**src/hap_pkg.sv**
```systemverilog
// Shared constants, types and reset state of the handset audio path config
package hap_pkg;

  // Register indices on the plain register port
  localparam logic [7:0] REG_ACTIVE = 8'h00;
  localparam logic [7:0] REG_PRESET_BASE = 8'h01;
  localparam logic [7:0] REG_MODE = 8'h06;
  localparam logic [7:0] REG_CFG = 8'h07;
  localparam logic [7:0] REG_VOL = 8'h08;
  localparam logic [7:0] REG_MIC = 8'h09;
  localparam logic [7:0] REG_EQ_CMD = 8'h0A;
  localparam logic [7:0] REG_STATUS = 8'h0B;
  localparam logic [7:0] REG_VGAIN_BASE = 8'h10;
  localparam logic [7:0] REG_EQ_BASE = 8'h20;

  // Speaker control word field positions
  localparam int GAIN_LSB = 11;
  localparam int GND_OFF_BIT = 10;
  localparam int SE_BIT = 9;
  localparam int HS_OFF_BIT = 8;
  localparam int HS_SRC_LSB = 6;
  localparam int N_OFF_BIT = 5;
  localparam int N_SRC_LSB = 3;
  localparam int P_OFF_BIT = 2;
  localparam int P_SRC_LSB = 0;

  // Output source encodings
  localparam logic [1:0] SRC_GND = 2'h0;
  localparam logic [1:0] SRC_BUZZER = 2'h1;
  localparam logic [1:0] SRC_DIFF = 2'h2;
  localparam logic [1:0] SRC_SE = 2'h3;

  // Masks derived from field positions
  localparam logic [15:0] OFF_MASK = 16'h0524;
  localparam logic [15:0] SRC_SE_MASK = 16'h02DB;

  // Preset speaker words per mode
  localparam logic [15:0] PRESET_IDLE = 16'h1D36;
  localparam logic [15:0] PRESET_M1 = 16'h1912;
  localparam logic [15:0] PRESET_M2 = 16'h0B33;
  localparam logic [15:0] PRESET_M3 = 16'h1AF6;
  localparam logic [15:0] PRESET_M4 = 16'h0333;
  localparam logic [15:0] SPK_RST_OUT = 16'h1D24;

  // Volume, microphone, equaliser and sidetone settings
  localparam int NUM_MODES = 5;
  localparam int NUM_VOL_STEPS = 10;
  localparam int NUM_EQ = 4;
  localparam logic [3:0] VOL_STEP_MAX = 4'h9;
  localparam logic [3:0] VOL_STEP_RST = 4'h5;
  localparam logic [15:0] VOL_GAIN_RST = 16'h4000;
  localparam logic [15:0] EQ_BYPASS = 16'h7FFF;
  localparam logic [3:0] MIC_GAIN_RST = 4'h7;
  localparam logic [3:0] MIC_DAMP_STEP = 4'h1;
  localparam logic [7:0] SIDETONE_RST = 8'h10;

  typedef enum logic [2:0] {
    MODE_IDLE, MODE_EARPIECE, MODE_SPEAKER, MODE_HEADSET, MODE_ALERT
  } hap_mode_t;

  typedef enum logic {ST_RUN, ST_LOAD} hap_fsm_t;

  typedef struct packed {
    logic [7:0] addr;
    logic [15:0] wdata;
    logic wr;
    logic rd;
  } hap_bus_req_t;

  typedef struct packed {
    logic valid;
    logic [15:0] sample;
    logic [15:0] tone;
  } hap_audio_in_t;

  typedef struct packed {
    logic valid;
    logic [15:0] sample;
  } hap_audio_out_t;

  typedef struct packed {
    hap_fsm_t fsm;
    hap_mode_t mode;
    logic [15:0] active;
    logic [NUM_MODES-1:0][15:0] presets;
    logic shut_dis;
    logic [7:0] sidetone_lvl;
    logic [3:0] vol_step;
    logic [3:0] mic_base;
    logic [NUM_VOL_STEPS-1:0][15:0] vgain;
    logic [NUM_EQ-1:0][15:0] eq;
    logic [15:0] rdata;
    logic [15:0] spk_out;
    logic vref_en;
    logic sidetone_en;
    logic aec_en;
    logic alert_en;
    logic [3:0] mic_gain;
    hap_audio_out_t audio;
  } hap_state_t;

  localparam hap_state_t HAP_STATE_RST = '{
    fsm: ST_RUN,
    mode: MODE_IDLE,
    active: PRESET_IDLE,
    presets: {PRESET_M4, PRESET_M3, PRESET_M2, PRESET_M1, PRESET_IDLE},
    shut_dis: 1'b0,
    sidetone_lvl: SIDETONE_RST,
    vol_step: VOL_STEP_RST,
    mic_base: MIC_GAIN_RST,
    vgain: {NUM_VOL_STEPS{VOL_GAIN_RST}},
    eq: {NUM_EQ{EQ_BYPASS}},
    rdata: 16'h0000,
    spk_out: SPK_RST_OUT,
    vref_en: 1'b0,
    sidetone_en: 1'b0,
    aec_en: 1'b0,
    alert_en: 1'b0,
    mic_gain: MIC_GAIN_RST,
    audio: '{valid: 1'b0, sample: 16'h0000}
  };

endpackage

```
**src/hap_vol_stage.sv**
```systemverilog
// Volume stage: tone mix, doubling and signed fraction scaling
`timescale 1ns/10ps
`default_nettype none
module hap_vol_stage
  import hap_pkg::*;
(
  input wire logic [15:0] sample_i,
  input wire logic [15:0] tone_i,
  input wire logic [15:0] gain_i,
  output logic [15:0] scaled_o
);
  logic signed [16:0] sum;
  logic signed [15:0] mixed;
  logic signed [31:0] prod;

  // Tones mixed first, so volume also scales them
  always_comb
  begin
    sum = 17'(signed'(sample_i)) + 17'(signed'(tone_i));
    if (sum[16] != sum[15])
      mixed = sum[16] ? 16'sh8000 : 16'sh7FFF;
    else
      mixed = sum[15:0];
    prod = mixed * signed'(gain_i);
    // Shift by 14 instead of 15 gives the built-in doubling
    if (prod[31:29] == 3'h0 || prod[31:29] == 3'h7)
      scaled_o = prod[29:14];
    else
      scaled_o = prod[31] ? 16'h8000 : 16'h7FFF;
  end
endmodule
`default_nettype wire

```
**src/hap_top.sv**
```systemverilog
// Handset audio path configuration bank with volume stage and mode presets
`timescale 1ns/10ps
`default_nettype none
//Function
// - Bits 13-11 pick speaker gain, 000 is +2 dB, 111 is -12 dB.
// - Bit 10 powers off ground amp; kept on while other amps run.
// - Bit 9 enables differential to single-ended conversion.
// - Bit 8 powers off the headset speaker amp.
// - Bits 7-6 choose headset source: ground, buzzer, positive diff, single-ended.
// - Bit 5 powers off the negative speaker amp.
// - Bits 4-3 choose negative source: ground, buzzer, negative diff, single-ended.
// - Bit 2 powers off the positive speaker amp.
// - Bits 1-0 choose positive source: ground, buzzer, positive diff, single-ended.
// - Stored speaker word per idle and four modes, with given defaults.
// - Idle shuts all amps and references unless configuration disables it.
// - Earpiece mode adds sidetone at stored level, volume host adjustable.
// - Speakerphone keeps echo canceller on, no sidetone, volume adjustable.
// - Alert mode plays tones on loudspeaker, volume adjustable.
// - Ten volume steps with gains held in stored configuration.
// - Gains are 16-bit signed fractions, maximum 0x7fff.
// - Volume stage doubles input; 0x0000 to 0x4000 spans up to unity.
// - Step with bit 15 set lowers microphone gain by 2 dB.
// - Microphone damping never exceeds 2 dB in total.
// - Four equalisers, default bypass, reloadable by command.
// - Volume stage follows tone insertion, so tones are scaled.
// - Microphone gain steps 2 dB, 0000 is 0 dB, 1111 is +30 dB.
module hap_top
  import hap_pkg::*;
(
  input wire logic sys_clk_i,
  input wire logic reset_i,
  input wire hap_bus_req_t bus_i,
  input wire hap_audio_in_t audio_i,
  output logic [15:0] rdata_o,
  output logic [15:0] spk_ctrl_o,
  output logic vref_en_o,
  output logic sidetone_en_o,
  output logic [7:0] sidetone_level_o,
  output logic aec_en_o,
  output logic alert_tone_en_o,
  output logic [3:0] mic_gain_o,
  output logic [NUM_EQ-1:0][15:0] eq_coef_o,
  output hap_audio_out_t audio_o
);
  hap_state_t st_reg;
  hap_state_t st_next;
  logic [15:0] step_gain;
  logic [15:0] scaled;
  logic damp;
  logic idle_shut;
  logic [15:0] eff;

  // Selected step gain; bit 15 is the damping flag, magnitude feeds the stage
  assign step_gain = st_reg.vgain[st_reg.vol_step];
  assign damp = step_gain[15];
  assign idle_shut = (st_reg.mode == MODE_IDLE) && !st_reg.shut_dis;

  hap_vol_stage u_vol
  (
    .sample_i(audio_i.sample),
    .tone_i(audio_i.tone),
    .gain_i({1'b0, step_gain[14:0]}),
    .scaled_o(scaled)
  );

  // Effective speaker word seen by the analogue amplifiers
  always_comb
  begin
    eff = st_reg.active;
    if (idle_shut)
    begin
      eff = (st_reg.active & ~SRC_SE_MASK) | OFF_MASK;
    end
    else if (!eff[P_OFF_BIT] || !eff[N_OFF_BIT] || !eff[HS_OFF_BIT])
    begin
      eff[GND_OFF_BIT] = 1'b0;
    end
  end

  // Next state: register port, mode sequencing, outputs
  always_comb
  begin
    st_next = st_reg;
    st_next.rdata = 16'h0000;
    // Mode sequencing: preset lands in the active word after one load cycle
    case (st_reg.fsm)
      ST_LOAD:
      begin
        st_next.active = st_reg.presets[st_reg.mode];
        st_next.fsm = ST_RUN;
      end
      ST_RUN:
      begin
        st_next.fsm = ST_RUN;
      end
      default:
      begin
        st_next.fsm = ST_RUN;
      end
    endcase
    // Register writes
    if (bus_i.wr)
    begin
      case (bus_i.addr)
        REG_ACTIVE: st_next.active = bus_i.wdata;
        REG_MODE:
        begin
          if (bus_i.wdata[2:0] <= 3'(MODE_ALERT))
          begin
            st_next.mode = hap_mode_t'(bus_i.wdata[2:0]);
            st_next.fsm = ST_LOAD;
          end
        end
        REG_CFG:
        begin
          st_next.shut_dis = bus_i.wdata[0];
          st_next.sidetone_lvl = bus_i.wdata[15:8];
        end
        REG_VOL:
        begin
          // Host volume command, refused in idle or beyond the last step
          if (st_reg.mode != MODE_IDLE && bus_i.wdata[3:0] <= VOL_STEP_MAX)
            st_next.vol_step = bus_i.wdata[3:0];
        end
        REG_MIC: st_next.mic_base = bus_i.wdata[3:0];
        default:
        begin
        end
      endcase
      for (int i = 0; i < NUM_MODES; i++)
      begin
        if (bus_i.addr == REG_PRESET_BASE + 8'(i))
          st_next.presets[i] = bus_i.wdata;
      end
      for (int i = 0; i < NUM_VOL_STEPS; i++)
      begin
        if (bus_i.addr == REG_VGAIN_BASE + 8'(i))
          st_next.vgain[i] = bus_i.wdata;
      end
      for (int i = 0; i < NUM_EQ; i++)
      begin
        if (bus_i.addr == REG_EQ_BASE + 8'(i))
          st_next.eq[i] = bus_i.wdata;
        else if (bus_i.addr == REG_EQ_CMD && bus_i.wdata[i])
          st_next.eq[i] = EQ_BYPASS;
      end
    end
    // Register reads, data valid in the following cycle only
    if (bus_i.rd)
    begin
      case (bus_i.addr)
        REG_ACTIVE: st_next.rdata = st_reg.active;
        REG_MODE: st_next.rdata = {13'h0000, st_reg.mode};
        REG_CFG: st_next.rdata = {st_reg.sidetone_lvl, 7'h00, st_reg.shut_dis};
        REG_VOL: st_next.rdata = {12'h000, st_reg.vol_step};
        REG_MIC: st_next.rdata = {12'h000, st_reg.mic_base};
        REG_STATUS:
        begin
          st_next.rdata = {8'h00, st_reg.mic_gain, damp, st_reg.vref_en,
                           st_reg.fsm == ST_LOAD, st_reg.mode == MODE_IDLE};
        end
        default: st_next.rdata = 16'h0000;
      endcase
      for (int i = 0; i < NUM_MODES; i++)
      begin
        if (bus_i.addr == REG_PRESET_BASE + 8'(i))
          st_next.rdata = st_reg.presets[i];
      end
      for (int i = 0; i < NUM_VOL_STEPS; i++)
      begin
        if (bus_i.addr == REG_VGAIN_BASE + 8'(i))
          st_next.rdata = st_reg.vgain[i];
      end
      for (int i = 0; i < NUM_EQ; i++)
      begin
        if (bus_i.addr == REG_EQ_BASE + 8'(i))
          st_next.rdata = st_reg.eq[i];
      end
    end
    // Amplifier and front-end controls
    st_next.spk_out = eff;
    st_next.vref_en = !idle_shut;
    st_next.sidetone_en = (st_reg.mode == MODE_EARPIECE) || (st_reg.mode == MODE_HEADSET);
    st_next.aec_en = (st_reg.mode == MODE_SPEAKER);
    st_next.alert_en = (st_reg.mode == MODE_ALERT);
    // Damping takes one 2 dB code at most, never below 0 dB
    if (damp && st_reg.mic_base >= MIC_DAMP_STEP)
      st_next.mic_gain = st_reg.mic_base - MIC_DAMP_STEP;
    else
      st_next.mic_gain = st_reg.mic_base;
    // Audio muted in idle and while a preset is loading
    st_next.audio.valid = audio_i.valid && st_reg.fsm == ST_RUN && st_reg.mode != MODE_IDLE;
    st_next.audio.sample = st_next.audio.valid ? scaled : 16'h0000;
  end

  // State register
  always_ff @(posedge sys_clk_i or posedge reset_i)
  begin
    if (reset_i)
      st_reg <= HAP_STATE_RST;
    else
      st_reg <= st_next;
  end

  // Outputs straight from the state register
  assign rdata_o = st_reg.rdata;
  assign spk_ctrl_o = st_reg.spk_out;
  assign vref_en_o = st_reg.vref_en;
  assign sidetone_en_o = st_reg.sidetone_en;
  assign sidetone_level_o = st_reg.sidetone_lvl;
  assign aec_en_o = st_reg.aec_en;
  assign alert_tone_en_o = st_reg.alert_en;
  assign mic_gain_o = st_reg.mic_gain;
  assign eq_coef_o = st_reg.eq;
  assign audio_o = st_reg.audio;
endmodule
`default_nettype wire

```
**config.mk**
```make
export PLATFORM = sky130hd
export DESIGN_NAME = hap_top
export DESIGN_NICKNAME = d
export VERILOG_FILES = /design/src/hap_pkg.sv /design/src/hap_vol_stage.sv /design/src/hap_top.sv
export SDC_FILE = /design/constraint.sdc
export NUM_CORES = 2
export LEC_CHECK = 0
export BUFFER_PORTS_ARGS = -buffer_cell sky130_fd_sc_hd__buf_4
export CAP_MARGIN = 20
export CORE_ASPECT_RATIO = 0.5
export CORE_MARGIN = 2
export CORE_UTILIZATION = 50
export DETAILED_ROUTE_END_ITERATION = 10
export MAX_ROUTING_LAYER = met4
export PLACE_DENSITY = 0.73
export SETUP_SLACK_MARGIN = 0.05
export SLEW_MARGIN = 20
export SYNTH_ARGS = -nofsm -noshare
export SYNTH_HDL_FRONTEND = slang
export SYNTH_HIERARCHICAL = 1
export SYNTH_SLANG_ARGS = --single-unit
```
**constraint.sdc**
```tcl
create_clock -name sys_clk_i -period 17.15 [get_ports sys_clk_i]
set_input_delay 3.43 -clock sys_clk_i [delete_from_list [all_inputs] [get_ports sys_clk_i]]
set_output_delay 3.43 -clock sys_clk_i [all_outputs]
set_load 0.01 [all_outputs]
```
Yosys cells after proc, flatten, opt, wreduce, memory -nomap -nowiden
Cells that the tools add are included.

Bits in registers: 398. Input bits: 61.

Add/subtract/negate cells: 2. $mul: 1. Order comparisons: 5. Equality and inequality tests: 31. Mux-type cells: 66. Bitwise gates (word level): 1. Reductions and logical operators: 49.

Operators with widths (number): $mux W16 (52); $mux W341 (1); $pmux W16 S6 (1); $eq A8 B5 Y1 const B (10); $bmux W16 S4 (1); $bmux W16 S3 (1); $reduce_and A2 Y1 (21); $eq A8 B3 Y1 const B (4); $eq A8 B4 Y1 const B (4); $eq A8 B6 Y1 const B (4); $mul A16 B16 Y32 (1); $mux W4 (6); $add A16 B16 Y17 (1); $eq A8 B2 Y1 const B (2); $mux W10 (1); $logic_and A1 B1 Y1 (9); $mux W9 (1); $eq A8 B1 Y1 const B (1); $logic_not A8 Y1 (1); $reduce_bool A2 Y1 (4); $eq A3 B2 Y1 const B (2); $eq A3 B3 Y1 const B (2); $logic_not A3 Y1 (2); $reduce_and A3 Y1 (2); other kinds (13) (21).

Depth between registers and ports, before layout
Depth after elaboration: 23. Gate-level depth with buffers: 39.

Modules after synthesis
The synthesis kept the hierarchy.

Modules (own cells, without submodules): hap_top (instances 1, cells each 1771, area an instance 21464.3 µm², sequential area each 10119.7 µm²); hap_vol_stage (instances 1, cells each 1246, area an instance 10978.0 µm², sequential area each 0.0 µm²).

Worst setup path before layout
Ideal clock, no wire load.

Path kind: input to register. From: input port audio_i[17] in the netlist's numbering. To: register st_reg, in the netlist audio_o[2]. Arrival time: 12.182 ns. Data required time: 17.031 ns. Path slack: 4.849 ns. Stages: 37. Path buffers: 3. Path through: ha_1 -> a21o_1 -> a21oi_1 -> o21bai_1 -> a211o_1 -> and3_1 -> o311ai_0 -> mux2i_1 -> or2_2 -> ha_1 -> clkbuf_1 -> nor2_1 -> a21oi_1 -> nand2_1 -> a211oi_2 -> buf_2 -> nor2_1 -> fa_1 -> inv_1 -> fa_1 -> inv_1 -> fa_1 -> fa_1 -> inv_1 -> fa_1 -> inv_1 -> fa_1 -> ha_1 -> nand3_1 -> or4_4 -> a2111oi_4 -> o21bai_4 -> and4b_4 -> nor3_4 -> buf_6 -> o21ai_0 -> and2_1.

RTL lines: start: declaration (RTL line hap_top.sv:33) `input wire hap_audio_in_t audio_i,`; end signal: assignment (RTL line hap_top.sv:202) `st_reg <= st_next;`; end: declaration (RTL line hap_top.sv:45) `hap_state_t st_reg;`.

==> metrics.cfg <==
[worst_setup_path]
r2r_slack_ps = 7730
cp_max_fo = 25
cp.buffers_inverters = 5
cpMaxStageDelayCell = ha_1
reg2reg_depth = 28
r2r-start = st_reg[285]$_DFFE_PP1P_
cp.required_ps = 17600
cp_top_family = adder cells
critPathLaunchType = input pin
crit_type = input pin to register
end_kind = register
regToRegEndpoint = audio_o[5]$_DFF_PP0_
path_common_cell = fa_1
worstPathArrival_ps = 13730
crit_path_max_incr_delay_ps = 700

[sta]
rsz0062_at_grt = no
finalCritPeriodShare_pct = 77.4
clock.fmax_mhz = 75.3
hold_ws_ps = 379
final_max_slew_viol_count = 0
skew_ps = 39.5
setup_viol = 0
fin_crit_ps = 13280
relSlewSlack_pct = 21.5
finalHoldViolCount = 0
finalSetupTns_ps = 0
tightest_slew_ps = 1180
setup_ws_ps = 3870

[power_and_ir_drop]
p_clk_share_pct = 35.4
power_frac_seq_pct = 42.9
irDropWorstVdd_v = 0.0000615
intPower_mw = 1.70
swShare_pct = 32.1
power_switching_uw = 806
powerDensity_nw_per_um2 = 72.1
total_leakage_power_nw = 16.2
comb_power_share_pct = 21.8

[place]
dpl.hpwl_um = 70100
place_inst = 3804
dpl-instance-area_um2 = 33500
gp_congestion = 0.988
dp_slack_ps = 3400
port_buffers = 189

[die]
fp.dieH_um = 184
io_pins = 190
dieArea_um2 = 67100
die_w_um = 364
fp.coreArea_um2 = 63600
rows = 65
start_util_pct = 51.0

[finish]
layout-drive-gt1-share_pct = 27.3
regArea_um2 = 10100
largest_reg_flops = 264
final_cells = 3875
fillCellCount = 5557
fin_area_um2 = 34800
nets = 3395
multi_input_area_um2 = 19300
areaGrowthSynthToFinish_pct = 7.23

[clocking]
htree_levels = 2
clk_pin_slew_ps = 70
cts_setup_buffers = 0
insertion_delay_ps = 600
cts_hold_buf = 0
cts_buffers = 38
clk_path_buf_depth = 3
clkSinkCount = 398
cts_tree = done
root_buffer = clkbuf_16
cts_resized = 0

[route]
vias = 24100
routedWlPerCell_um = 25.3
ant_nets = 0
wl_um = 97900
firstDrtPassIters = 6
vias_per_cell = 6.22
drtIter0Drc = 2537
drc = 0

[synth]
ys_types = 106
synth_flop_cell = dfrtp_1
ys_seq_elements = 398
syn_area_per_cell_um2 = 10.8
ys_warn_count = 6
post-synth-top-area-cell = dfrtp_1
postSynthCellCount = 3017
synth_edf_count = 0
synth.area.top_cells = dfrtp_1 21%, fa_1 16%, dfstp_2 10%
synth_area_um2 = 32400
async_reset_ff_share_pct = 100
synth_top_cells_by_count = 328 x inv_1, 270 x dfrtp_1, 262 x fa_1, 260 x mux2_2, 168 x nand2_1
synth_top_cell_area_share_pct = 20.8
synth_most_common_cell = inv_1
yosysSeqAreaShare_pct = 31.2

[grt]
gr-total-overflow = 0
grt_max_degree = 112
grt_antenna_before_repair = 0
grt_first_pass_wirelength_um = 151000
grt_usage_pct = 30.3
grt_pass1_vias = 24500

[run]
maxCapViolCount = 0

[hold_path]
hp-class = register to register
holdPathStages = 0
hold_end = spk_ctrl_o[11]$_DFF_PP1_
min_from = eff[11]$_DFF_PP1_

[run_status]
outcome = completed

## cell type report
cell class / count / area share [%]
Sequential cell: 398 / 29.1
Inverter: 330 / 3.58
Multi-Input combinational cell: 1965 / 55.4
Clock inverter: 14 / 0.511
Antenna cell: 1 / 0.00719
Clock buffer: 56 / 3.13
Timing Repair Buffer: 240 / 5.19
Tap cell: 871 / 3.13
## logic make-up after synthesis
kind of cell / count (synthesis) / share of synthesized area (%)
adder cells (fa/ha/maj): 361 / 20.0
AO/OA/AOI/OAI: 535 / 12.1
flip-flops: 398 / 31.2
other: 1 / 0.0116
buffers and inverters: 657 / 9.67
AND/OR/NAND/NOR: 620 / 10.3
multiplexers: 409 / 15.8
XOR/XNOR: 36 / 0.972
## metrics by stage
stage | util [%] | power, mW
3_5_place_dp | 52.7 | 1.63
4_1_cts | 54.7 | 2.50
6_report | 54.7 | 2.51
2_1_floorplan | - | 1.45
5_1_grt | 54.7 | 2.61
3_3_place_gp | 52.7 | 1.61
## worst max-delay path by stage
stage / startpoint / endpoint / depth (start not counted)
5_1_grt: audio_i[17] / audio_o[5]$_DFF_PP0_ / 34
2_1_floorplan: reset_i / aec_en_o$_DFF_PP0_ / 1
3_3_place_gp: audio_i[17] / audio_o[1]$_DFF_PP0_ / 34
3_5_place_dp: audio_i[17] / audio_o[5]$_DFF_PP0_ / 35
4_1_cts: audio_i[17] / audio_o[5]$_DFF_PP0_ / 35
6_report: audio_i[17] / audio_o[5]$_DFF_PP0_ / 34
## placed cells by master, fill, tap and decap left out, types with 13 or more instances in the layout
cell type / Yosys / final
nor3_1: 31 / 31
dfrtp_1: 270 / 270
inv_1: 328 / 327
nor2b_1: 24 / 23
nand2_1: 168 / 168
a221oi_1: 21 / 21
nand3_1: 28 / 28
and2_1: 111 / 111
fa_1: 262 / 262
mux2i_1: 74 / 74
buf_4: 154 / 239
a21oi_1: 105 / 100
mux4_2: 54 / 54
nand2b_1: 25 / 25
and3_1: 13 / 13
o21ai_0: 73 / 73
a22oi_1: 27 / 27
a21o_1: 14 / 14
a211oi_1: 19 / 19
nor2_1: 120 / 120
o22a_1: 57 / 57
a31oi_1: 26 / 26
dfstp_2: 128 / 128
mux2_2: 260 / 260
ha_1: 99 / 99
xnor2_1: 27 / 27
mux2_1: 21 / 21
o31ai_1: 29 / 29
o2111ai_1: 16 / 16
clkbuf_16: 0 / 39
## power groups by stage
stage	combinational [mW]	clock (mW)	sequential, mW
6_report	0.547	0.887	1.08
5_1_grt	0.595	0.930	1.08
4_1_cts	0.540	0.892	1.07
3_5_place_dp	0.538	0	1.09
3_3_place_gp	0.529	0	1.09
2_1_floorplan	0.385	0	1.06
## per-layer routing
| metal | vias up | global-route usage, % | wire length (µm) |
|---|---|---|---|
| met5 | - | - | 0 |
| met1 | 12400 | 39.4 | 39400 |
| li1 | 10200 | - | - |
| met3 | 234 | 5.93 | 8940 |
| met2 | 1231 | 47.1 | 45400 |
| met4 | 0 | 12.2 | 4090 |
## worst reg2reg max path: cells and delay by family, from the launching register on
family / cells / cell delay (ps)
flops: 1 / 1160
simple gates: 4 / 1310
buf+inv: 7 / 1500
fa+ha+maj: 7 / 3390
mux: 1 / 290
compound gates: 9 / 1620
No activity file was read; power rests on OpenSTA's default activity.
